## src/design/ogrb_defines.vh

```
// Register offsets, field positions and reset values of the gating bank
`ifndef OGRB_DEFINES_VH
`define OGRB_DEFINES_VH

// In-page register offsets
`define OGRB_OFS_PAGE 8'h01
`define OGRB_OFS_READY 8'hFE

// Full addresses {page, offset}
`define OGRB_ADDR_EXT0 16'h00EA
`define OGRB_ADDR_EXT1 16'h00EB
`define OGRB_ADDR_EXT2 16'h00EC
`define OGRB_ADDR_EXT3 16'h00ED
`define OGRB_ADDR_GATE 16'h0102
`define OGRB_ADDR_OUT0_CTL 16'h0103
`define OGRB_ADDR_OUT0_FMT 16'h0104
`define OGRB_OUT_STRIDE 16'h0005

// Readiness codes
`define OGRB_READY_CODE 8'h0F
`define OGRB_BUSY_CODE 8'hF3

// Gate, control and format register fields and timer top-byte mask
`define OGRB_GATE_BIT 0
`define OGRB_PDN_BIT 0
`define OGRB_EN_BIT 1
`define OGRB_FORCE_BIT 2
`define OGRB_BYP_BIT 3
`define OGRB_FMT_LSB 0
`define OGRB_FMT_MSB 2
`define OGRB_SYNC_BIT 3
`define OGRB_DIS_LSB 4
`define OGRB_DIS_MSB 5
`define OGRB_EXT3_MASK 8'h1F

// Format and disabled-level codes
`define OGRB_FMT_DIFF 3'h1
`define OGRB_FMT_DIFF_LP 3'h2
`define OGRB_FMT_SE_BOTH 3'h4
`define OGRB_FMT_SE_TRUE 3'h5
`define OGRB_FMT_SE_COMP 3'h6
`define OGRB_DIS_HIGH 2'h1

// Reset values
`define OGRB_RST_BYTE 8'h00
`define OGRB_RST_PAGE 8'h00

// Start-up time before the bank accepts writes and clock period, in ns
`define OGRB_READY_NS 100
`define OGRB_CLK_NS 5

`endif

```

## src/design/ogrb_bank.v

```verilog
// Output gating register bank with per-output divider and enable gating
`timescale 1ns/1ps
// Behaviour
// - Readiness byte reads 0x0F when ready, 0xF3 while not ready.
// - Readiness byte readable at offset 0xFE on every page.
// - Global gate bit 0 low disables all outputs; reset value low.
// - External enable pin high disables all outputs regardless of bits.
// - Powerdown bit 0 high puts driver pins high impedance.
// - Per-output enable bit 1 low disables that output; reset low.
// - Force bit 2 high makes divider divide by 2, ignoring value.
// - Divider value zero alone does not select divide by 2.
// - Bypass bit 3 removes final halving stage; duty follows upstream.
// - Format field 2:0 selects differential or single-ended pin use.
// - Format bit 3 picks asynchronous or glitchless enable changes.
// - Disabled-level field 5:4 holds disabled output low or high.
// - 29-bit extension timer over four bytes, low byte first.
`include "ogrb_defines.vh"

module ogrb_bank #(
    parameter NOUT = 1,
    parameter DIVW = 8,
    parameter READY_CYCLES = (`OGRB_READY_NS + `OGRB_CLK_NS - 1) / `OGRB_CLK_NS
) (
    input wire mclk,
    input wire rstn,
    input wire [7:0] reg_addr,
    input wire reg_wr,
    input wire reg_rd,
    input wire [7:0] reg_wdata,
    output reg [7:0] reg_rdata,
    output reg reg_rvalid,
    input wire nvm_busy,
    input wire ext_output_enable_n,
    input wire src_tick,
    input wire [NOUT*DIVW-1:0] output_divider_value,
    output wire [28:0] loopb_bandwidth_switch_extend,
    output reg [NOUT-1:0] out_true,
    output reg [NOUT-1:0] out_comp,
    output reg [NOUT-1:0] out_true_oe_n,
    output reg [NOUT-1:0] out_comp_oe_n
);

    reg [7:0] page_reg;
    reg [7:0] ext0_reg;
    reg [7:0] ext1_reg;
    reg [7:0] ext2_reg;
    reg [7:0] ext3_reg;
    reg [7:0] gate_reg;
    reg [15:0] ready_cnt_reg;
    reg ready_reg;
    reg oe_pin_meta_reg;
    reg oe_pin_reg;
    reg [7:0] rdata_next;
    wire [15:0] full_addr;
    wire wr_ok;
    wire [NOUT*8-1:0] ctl_all;
    wire [NOUT*8-1:0] fmt_all;
    wire [7:0] ready_byte;
    integer k;

    assign full_addr = {page_reg, reg_addr};
    // Writes are dropped until the bank is ready; the host should poll
    assign wr_ok = reg_wr & ready_reg;
    assign ready_byte = ready_reg ? `OGRB_READY_CODE
                                  : `OGRB_BUSY_CODE;
    // Top byte only holds five timer bits
    assign loopb_bandwidth_switch_extend =
        {ext3_reg[4:0], ext2_reg, ext1_reg, ext0_reg};

    // Pin enable crosses in from a board pin: two flops first
    always @(posedge mclk or negedge rstn)
    begin
        if (!rstn)
        begin
            oe_pin_meta_reg <= 1'b1;
            oe_pin_reg <= 1'b1;
        end
        else
        begin
            oe_pin_meta_reg <= ext_output_enable_n;
            oe_pin_reg <= oe_pin_meta_reg;
        end
    end

    // Start-up counter; an NVM write in progress also reads as busy
    always @(posedge mclk or negedge rstn)
    begin
        if (!rstn)
        begin
            ready_cnt_reg <= 16'h0000;
            ready_reg <= 1'b0;
        end
        else
        begin
            if (ready_cnt_reg != READY_CYCLES[15:0])
                ready_cnt_reg <= ready_cnt_reg + 16'h0001;
            ready_reg <= (ready_cnt_reg == READY_CYCLES[15:0])
                         & ~nvm_busy;
        end
    end

    // Shared registers: page select, timer bytes, global gate
    always @(posedge mclk or negedge rstn)
    begin
        if (!rstn)
        begin
            page_reg <= `OGRB_RST_PAGE;
            ext0_reg <= `OGRB_RST_BYTE;
            ext1_reg <= `OGRB_RST_BYTE;
            ext2_reg <= `OGRB_RST_BYTE;
            ext3_reg <= `OGRB_RST_BYTE;
            gate_reg <= `OGRB_RST_BYTE;
        end
        else if (wr_ok)
        begin
            // Page select sits at the same offset on every page
            if (reg_addr == `OGRB_OFS_PAGE)
                page_reg <= reg_wdata;
            if (full_addr == `OGRB_ADDR_EXT0)
                ext0_reg <= reg_wdata;
            if (full_addr == `OGRB_ADDR_EXT1)
                ext1_reg <= reg_wdata;
            if (full_addr == `OGRB_ADDR_EXT2)
                ext2_reg <= reg_wdata;
            if (full_addr == `OGRB_ADDR_EXT3)
                ext3_reg <= reg_wdata & `OGRB_EXT3_MASK;
            if (full_addr == `OGRB_ADDR_GATE)
                gate_reg <= {7'h00, reg_wdata[`OGRB_GATE_BIT]};
        end
    end

    // Read decode; unmapped addresses read as zero
    always @*
    begin
        rdata_next = 8'h00;
        if (reg_addr == `OGRB_OFS_READY)
            rdata_next = ready_byte;
        else if (reg_addr == `OGRB_OFS_PAGE)
            rdata_next = page_reg;
        else if (full_addr == `OGRB_ADDR_EXT0)
            rdata_next = ext0_reg;
        else if (full_addr == `OGRB_ADDR_EXT1)
            rdata_next = ext1_reg;
        else if (full_addr == `OGRB_ADDR_EXT2)
            rdata_next = ext2_reg;
        else if (full_addr == `OGRB_ADDR_EXT3)
            rdata_next = ext3_reg;
        else if (full_addr == `OGRB_ADDR_GATE)
            rdata_next = gate_reg;
        else
        begin
            for (k = 0; k < NOUT; k = k + 1)
            begin
                if (full_addr == `OGRB_ADDR_OUT0_CTL
                                 + k * `OGRB_OUT_STRIDE)
                    rdata_next = ctl_all[k*8 +: 8];
                if (full_addr == `OGRB_ADDR_OUT0_FMT
                                 + k * `OGRB_OUT_STRIDE)
                    rdata_next = fmt_all[k*8 +: 8];
            end
        end
    end

    // Read answer one cycle after the strobe
    always @(posedge mclk or negedge rstn)
    begin
        if (!rstn)
        begin
            reg_rdata <= 8'h00;
            reg_rvalid <= 1'b0;
        end
        else
        begin
            reg_rvalid <= reg_rd;
            if (reg_rd)
                reg_rdata <= rdata_next;
        end
    end

    genvar gi;
    generate
        for (gi = 0; gi < NOUT; gi = gi + 1)
        begin : g_out
            localparam [31:0] CTL32 = `OGRB_ADDR_OUT0_CTL
                                      + gi * `OGRB_OUT_STRIDE;
            localparam [31:0] FMT32 = `OGRB_ADDR_OUT0_FMT
                                      + gi * `OGRB_OUT_STRIDE;
            reg [7:0] ctl_reg;
            reg [7:0] fmt_reg;
            reg [DIVW:0] cnt_reg;
            reg half_reg;
            reg pulse_reg;
            reg active_reg;
            reg true_next;
            reg comp_next;
            reg true_oe_n_next;
            reg comp_oe_n_next;
            wire [DIVW:0] lim;
            wire force_half;
            wire bypass;
            wire pdn;
            wire want;
            wire rpulse;
            wire raw_clk;
            wire dis_lvl;
            wire [2:0] fmt;

            assign ctl_all[gi*8 +: 8] = ctl_reg;
            assign fmt_all[gi*8 +: 8] = fmt_reg;
            assign pdn = ctl_reg[`OGRB_PDN_BIT];
            assign force_half = ctl_reg[`OGRB_FORCE_BIT];
            assign bypass = ctl_reg[`OGRB_BYP_BIT];
            assign fmt = fmt_reg[`OGRB_FMT_MSB:`OGRB_FMT_LSB];
            // Reserved level codes fall back to low
            assign dis_lvl = (fmt_reg[`OGRB_DIS_MSB:`OGRB_DIS_LSB]
                              == `OGRB_DIS_HIGH);
            // Unforced stage spans value+2 ticks, so zero is never a halve
            assign lim = {1'b0, output_divider_value[gi*DIVW +: DIVW]}
                         + {{DIVW{1'b0}}, 1'b1};
            assign rpulse = src_tick & (force_half
                            | (cnt_reg == lim));
            // Bypass hands the stage pulse straight out
            assign raw_clk = bypass ? pulse_reg : half_reg;
            assign want = gate_reg[`OGRB_GATE_BIT] & ~oe_pin_reg
                          & ctl_reg[`OGRB_EN_BIT]
                          & ~pdn;

            // Per-output control and format registers
            always @(posedge mclk or negedge rstn)
            begin
                if (!rstn)
                begin
                    ctl_reg <= `OGRB_RST_BYTE;
                    fmt_reg <= `OGRB_RST_BYTE;
                end
                else if (wr_ok)
                begin
                    if (full_addr == CTL32[15:0])
                        ctl_reg <= {4'h0, reg_wdata[3:0]};
                    if (full_addr == FMT32[15:0])
                        fmt_reg <= reg_wdata;
                end
            end

            // Divider stage and final halving stage
            always @(posedge mclk or negedge rstn)
            begin
                if (!rstn)
                begin
                    cnt_reg <= {(DIVW+1){1'b0}};
                    half_reg <= 1'b0;
                    pulse_reg <= 1'b0;
                end
                else
                begin
                    pulse_reg <= rpulse;
                    if (rpulse)
                    begin
                        cnt_reg <= {(DIVW+1){1'b0}};
                        half_reg <= ~half_reg;
                    end
                    else if (src_tick)
                        cnt_reg <= cnt_reg + {{DIVW{1'b0}}, 1'b1};
                end
            end

            // Glitchless mode opens only when the clock rests at the idle level; it closes at once
            always @(posedge mclk or negedge rstn)
            begin
                if (!rstn)
                    active_reg <= 1'b0;
                else if (!fmt_reg[`OGRB_SYNC_BIT])
                    active_reg <= want;
                else if (!want || raw_clk == dis_lvl)
                    active_reg <= want;
            end

            // Pin drive by format; enables are active low
            always @*
            begin
                true_next = dis_lvl;
                comp_next = ~dis_lvl;
                true_oe_n_next = 1'b0;
                comp_oe_n_next = 1'b0;
                if (active_reg)
                begin
                    true_next = raw_clk;
                    comp_next = ~raw_clk;
                end
                case (fmt)
                    `OGRB_FMT_DIFF, `OGRB_FMT_DIFF_LP:
                    begin
                        true_oe_n_next = 1'b0;
                    end
                    `OGRB_FMT_SE_BOTH:
                    begin
                        comp_next = true_next;
                    end
                    `OGRB_FMT_SE_TRUE:
                    begin
                        comp_oe_n_next = 1'b1;
                    end
                    `OGRB_FMT_SE_COMP:
                    begin
                        comp_next = true_next;
                        true_oe_n_next = 1'b1;
                    end
                    default:
                    begin
                        // Reserved formats leave both pins floating
                        true_oe_n_next = 1'b1;
                        comp_oe_n_next = 1'b1;
                    end
                endcase
                if (pdn)
                begin
                    true_next = 1'b0;
                    comp_next = 1'b0;
                    true_oe_n_next = 1'b1;
                    comp_oe_n_next = 1'b1;
                end
            end

            // Registered pin outputs
            always @(posedge mclk or negedge rstn)
            begin
                if (!rstn)
                begin
                    out_true[gi] <= 1'b0;
                    out_comp[gi] <= 1'b0;
                    out_true_oe_n[gi] <= 1'b1;
                    out_comp_oe_n[gi] <= 1'b1;
                end
                else
                begin
                    out_true[gi] <= true_next;
                    out_comp[gi] <= comp_next;
                    out_true_oe_n[gi] <= true_oe_n_next;
                    out_comp_oe_n[gi] <= comp_oe_n_next;
                end
            end
        end
    endgenerate

endmodule

```

## config.mk

```make
export PLATFORM = sky130hd
export DESIGN_NAME = ogrb_bank
export DESIGN_NICKNAME = d
export VERILOG_FILES = /design/src/design/ogrb_bank.v
export VERILOG_INCLUDE_DIRS = /design/src /design/src/design
export SDC_FILE = /design/constraint.sdc
export NUM_CORES = 1
export LEC_CHECK = 0
export ABC_AREA = 0
export ABC_CLOCK_PERIOD_IN_PS = 3100
export BUFFER_PORTS_ARGS = -buffer_cell sky130_fd_sc_hd__buf_2
export CAP_MARGIN = 20
export CORE_ASPECT_RATIO = 1.25
export CORE_MARGIN = 5
export CORE_UTILIZATION = 39
export CTS_CLUSTER_SIZE = 30
export DETAILED_ROUTE_END_ITERATION = 8
export SETUP_SLACK_MARGIN = 0.4
export SYNTH_ARGS = -nofsm -noshare
export SYNTH_HDL_FRONTEND = slang
export SYNTH_SLANG_ARGS = --single-unit
```

## constraint.sdc

```tcl
create_clock -name mclk -period 3.1 [get_ports mclk]
set_input_delay 0.62 -clock mclk [delete_from_list [all_inputs] [get_ports mclk]]
set_output_delay 0.62 -clock mclk [all_outputs]
set_load 0.01 [all_outputs]
```

==> results.ini, run 1 <==
[synthesis]
synth_flop_cell = dfrtp_1
ys_async_sr_fraction_pct = 100
netlist_area_sq_um = 4580
synth.yosys.seq_area_share_pct = 51.5
ys_seq_elements = 94
ys_types = 56
syn-num-nets = 447
avgSynthCellArea_sq_um = 11.1
syn_inst = 412
ys_warn_count = 0
synth_edf_count = 0

[floorplanning]
die-area_sq_um = 14000
coreArea_sq_um = 11600
die_h_um = 131
initial_core_util_pct = 39.6
core.rowCount = 44
ios = 73
die_x_um = 107

[run]
drv_cap = 0

[clocking]
cts_tree = built
htree_num_levels = 3
clkTransAtPathRegs_ps = 70
numClockSinks = 94
cts_buffers = 9
clk_latency_ps = 350
cts_setup_buffers = 0
cts_buffer_depth = 2
ctsResizeCount = 0
cts-root-buf = clkbuf_16
hold_buffers = 0

[worst_setup_path]
r2r_cells = 6
cp-endpoint = ext0_reg[0]
required_ps = 3330
timing.rr.end = ext0_reg[0]
cp_data_arrival_time_ps = 2670
critPathCaptureType = flop
rrSetupSlack_ps = 660
critPathMaxFanout = 11
rr_startpoint = page_reg[6]
cp-startpoint = page_reg[6]
critPathKind = reg -> reg
start_kind = flop

[placed_design]
pre_cts_ws_ps = 389
port-buffer-count = 72
gp_congestion = 0.906
hpwl_um = 8600

[detailed_routing]
drt-initial-drc-count = 150
vias = 3517
drt_wl_total_um = 11500
drc_errors = 0
antenna_left = 0
vias_per_cell = 5.57
wl_per_cell_um = 18.3
dr.pass1.iters = 4

[cells_and_area]
nets = 524
layout-drive-gt1-share_pct = 31.8
final_cell_mix = dfrtp_1, buf_2, mux2_2
largest_reg_flops = 16
final_util_pct = 47.2
area_growth_pct = 19.2
final_common_cell = dfrtp_1
num_antenna_cells = 0

[sta]
tns_ps = 0
setup_ws_ps = 661
fin_crit_sh_pct = 78.7
fin_skew_ps = 7.64
relSlewSlack_pct = 52.1
final_hold_viol_count = 0
setup_violations = 0
hold-worst-slack_ps = 314
maxSlewViolCount = 0
rsz0062_at_grt = false
fmax_mhz = 410
worst_slew_pin_slew_ps = 717
period_minus_slack_ps = 2440

[power]
internal-power_mw = 2.21
switching_power_uw = 692
swShare_pct = 23.8
powerDensity_nw_per_um2 = 531
vdd_drop_max_v = 0.000253
pwr-share-seq_pct = 46.7
clockPowerShare_pct = 43.2
p_comb_share_pct = 10.2
power_mw = 2.90
p_leak_nw = 2.63

[global_route]
first_global_vias = 3641
grt-ovfl-total = 0
grt_usage_pct = 17.1
antenna_found_initial = 1
grt_max_degree = 53
grt_pass1_wl_um = 19000

[run_status]
status = finished clean

[min_path]
holdCritPathClass = in -> async

kinds of logic (layout without fill, tap and decap cells):
logic type	Yosys count	count (layout)	synth area share, %
XOR/XNOR	32	32	6.12
flip-flops	94	94	51.5
AND/OR/NAND/NOR	137	137	16.2
AO/OA/AOI/OAI	73	73	10.5
buffers and inverters	19	100	1.69
multiplexers	53	53	12.9
adder cells (fa/ha/maj)	4	4	1.09
worst max-delay path: stages (launching register included):
cell	delay [ps]
dfrtp_1	400
or4_4	590
nor4_4	290
buf_4	230
nand2_1	130
nor2_4	310
mux2_2	380
power groups by stage:
stage / Clock, mW / Combinational (mW) / Sequential [mW]
after floorplan: 0 / 0.185 / 1.35
after detailed placement: 0 / 0.295 / 1.38
after CTS: 1.28 / 0.297 / 1.35
after global placement: 0 / 0.289 / 1.37
after global routing: 1.33 / 0.333 / 1.36
final: 1.25 / 0.295 / 1.35
through the flow:
step / instances / instance area (sq um)
after floorplan: 412 / 4580
after global placement: 616 / 5120
after detailed placement: 616 / 5120
after CTS: 631 / 5460
after global routing: 631 / 5460
final: 631 / 5460
area by class of cell:
cell class / count / area (sq um)
sequential: 94 / 2360
clock buffer: 11 / 243
inverter: 8 / 30.0
tap: 138 / 173
multi-input combinational: 299 / 2150
timing repair buffer: 77 / 413
fill: 1072 / 6100
clock inverter: 4 / 95.1
Yosys cell counts, types with 8 or more instances:
cell / number / area (sq um)
clkbuf_1: 8 / 30.0
nand2_1: 32 / 120
o21ai_0: 17 / 85.1
dfrtp_1: 90 / 2250
o22ai_1: 9 / 56.3
a21oi_1: 14 / 70.1
mux2_2: 50 / 563
xor2_1: 14 / 123
xnor2_1: 18 / 158
inv_1: 8 / 30.0
nand3_1: 15 / 75.1
nor2_1: 32 / 120
worst min path at each step:
stage,startpoint,end,slack (ps),cells past startpoint
after floorplan,rstn,ctl_all[0],320,0
after global placement,oe_pin_meta_reg,oe_pin_reg,350,0
after detailed placement,oe_pin_meta_reg,oe_pin_reg,350,0
after CTS,rstn,ext1_reg[3],340,1
after global routing,ext_output_enable_n,oe_pin_meta_reg,360,1
final,rstn,ext1_reg[0],310,1
per-layer routing:
layer | up-vias | track usage [%] | routed length [um]
met5 | - | 0 | 7
met4 | 2 | 6.40 | 236
met3 | 18 | 3.68 | 559
met2 | 88 | 26.6 | 5470
met1 | 1759 | 23.4 | 5260
li1 | 1650 | - | -
Power figures use the tool's default switching activity.
==> run 2, diff against run 1 <==
--- a/config.mk
+++ b/config.mk
@@ -7,7 +7,7 @@
 export NUM_CORES = 1
 export LEC_CHECK = 0
 export ABC_AREA = 0
-export ABC_CLOCK_PERIOD_IN_PS = 3100
+export ABC_CLOCK_PERIOD_IN_PS = 2500
 export BUFFER_PORTS_ARGS = -buffer_cell sky130_fd_sc_hd__buf_2
 export CAP_MARGIN = 20
 export CORE_ASPECT_RATIO = 1.25
==> constraint.sdc (replaced) <==
create_clock -name mclk -period 2.5 [get_ports mclk]
set_input_delay 0.5 -clock mclk [delete_from_list [all_inputs] [get_ports mclk]]
set_output_delay 0.5 -clock mclk [all_outputs]
set_load 0.01 [all_outputs]
==> results.ini, run 2 (same netlist as run 1, synthesis figures left out) <==
[clocking]
clk_latency_ps = 340
cts-root-buf = clkbuf_16
clkTransAtPathRegs_ps = 70
cts_buffers = 9
cts_tree = built
hold_buffers = 0
cts_buffer_depth = 2
numClockSinks = 94
htree_num_levels = 3

[placed_design]
port-buffer-count = 72
gp_congestion = 0.846
placed_cells = 626
hpwl_um = 8480

[sta]
period_minus_slack_ps = 2260
fmax_mhz = 442
maxSlewViolCount = 0
rsz0062_at_grt = true
fin_skew_ps = 5.69
final_hold_viol_count = 0
relSlewSlack_pct = 68.6
tns_ps = 0
fin_crit_sh_pct = 90.5
worst_slew_pin_slew_ps = 467
setup_violations = 0
hold-worst-slack_ps = 40.7

[cells_and_area]
stdcell_count = 662
largest_reg_flops = 16
num_antenna_cells = 0
nets = 554
seqCellArea_sq_um = 2360
final_common_cell = dfrtp_1
nFillCells = 1049
area_growth_pct = 30.5
final_util_pct = 51.7
multi_input_area_sq_um = 2430
final_cell_mix = dfrtp_1, buf_2, mux2_4
layout-drive-gt1-share_pct = 39.1

[global_route]
first_global_vias = 3749
antenna_found_initial = 0
grt_usage_pct = 17.5
grt_max_degree = 49
grt-ovfl-total = 0
grt_pass1_wl_um = 19600

[power]
swShare_pct = 25.9
powerDensity_nw_per_um2 = 572
vdd_drop_max_v = 0.000466
pwr-share-seq_pct = 49.0
p_comb_share_pct = 11.5
internal-power_mw = 2.53
clockPowerShare_pct = 39.5
switching_power_uw = 887
p_leak_nw = 2.85

[floorplanning]
initial_core_util_pct = 39.6
die-area_sq_um = 14000
ios = 73
die_x_um = 107
die_h_um = 131
coreArea_sq_um = 11600
core.rowCount = 44

[worst_setup_path]
rr_startpoint = page_reg[6]
rrSetupSlack_ps = 240
cp_data_arrival_time_ps = 2490
required_ps = 2720
r2r_cells = 6
start_kind = flop
timing.rr.end = gate_reg[0]
critPathKind = reg -> reg
critPathCaptureType = flop
critPathMaxFanout = 4

[detailed_routing]
drc_errors = 0
drt_wl_total_um = 11900
vias = 3622
wl_per_cell_um = 18.0
antenna_left = 0
drt-initial-drc-count = 206
vias_per_cell = 5.47
dr.pass1.iters = 5

[min_path]
holdCritPathClass = in -> async

[run_status]
status = finished clean

[run]
drv_cap = 0

## run 2: cell types whose count changed in the layout (fill, tap and decap cells not counted), sizes merged
cell	previous run	this run
bufinv	3	1
buf	77	107
clkbuf	11	10
clkinv	1	5
## run 2: per-stage QoR
| stage | power (mW) | instance area (sq um) | worst slack [ps] |
|---|---|---|---|
| 3_3_place_gp | 2.06 | 5230 | 147 |
| 2_1_floorplan | 1.91 | 4620 | 290 |
| 6_report | 3.42 | 5980 | 238 |
| 5_1_grt | 3.58 | 5980 | 213 |
| 4_1_cts | 3.44 | 5900 | 211 |
| 3_5_place_dp | 2.07 | 5230 | 93.9 |
## run 2: worst max-delay path by stage
| stage | depth (start not counted) | end | from | slack [ps] |
|---|---|---|---|---|
| 2_1_floorplan | 5 | fmt_all[0] | page_reg[6] | 290 |
| 3_3_place_gp | 4 | fmt_all[7] | page_reg[6] | 150 |
| 3_5_place_dp | 4 | fmt_all[1] | page_reg[6] | 90 |
| 4_1_cts | 6 | fmt_all[1] | page_reg[2] | 210 |
| 5_1_grt | 6 | fmt_all[2] | page_reg[6] | 210 |
| 6_report | 6 | gate_reg[0] | page_reg[6] | 240 |
## run 2: layout make-up
class	instances	share of cell area [%]
repair buffers	107	11.7
inverters	8	0.502
multi-input cells	299	40.6
clock buffers	10	3.83
clock inverters	6	1.05
well taps	138	2.89
flip-flops and latches	94	39.4
## run 2: worst max-delay path: stages (launching register included)
cell,delay [ps]
dfrtp_1,380
or4_4,580
buf_6,140
or3_4,400
buf_4,160
nor4_4,160
mux2_4,320
## run 2: power groups by stage
stage | clock [mW] | combinational, mW | sequential [mW]
final | 1.35 | 0.393 | 1.68
after global routing | 1.44 | 0.440 | 1.69
after CTS | 1.38 | 0.390 | 1.68
after detailed placement | 0 | 0.368 | 1.70
after global placement | 0 | 0.362 | 1.70
after floorplan | 0 | 0.230 | 1.68
## run 2: per-layer routing
layer / wire (um) / global-route usage, %
met4: 162 / 5.19
met2: 5800 / 28.8
met1: 5340 / 23.1
met3: 606 / 3.68
met5: 0 / 0
## run 2: timing repair
action | CTS | global route
pin swaps | 15 | 14
gates resized for setup | 57 | 14
endpoints found under the setup margin | 49 | 49
setup buffers | 17 | 3
gates cloned | 0 | 0
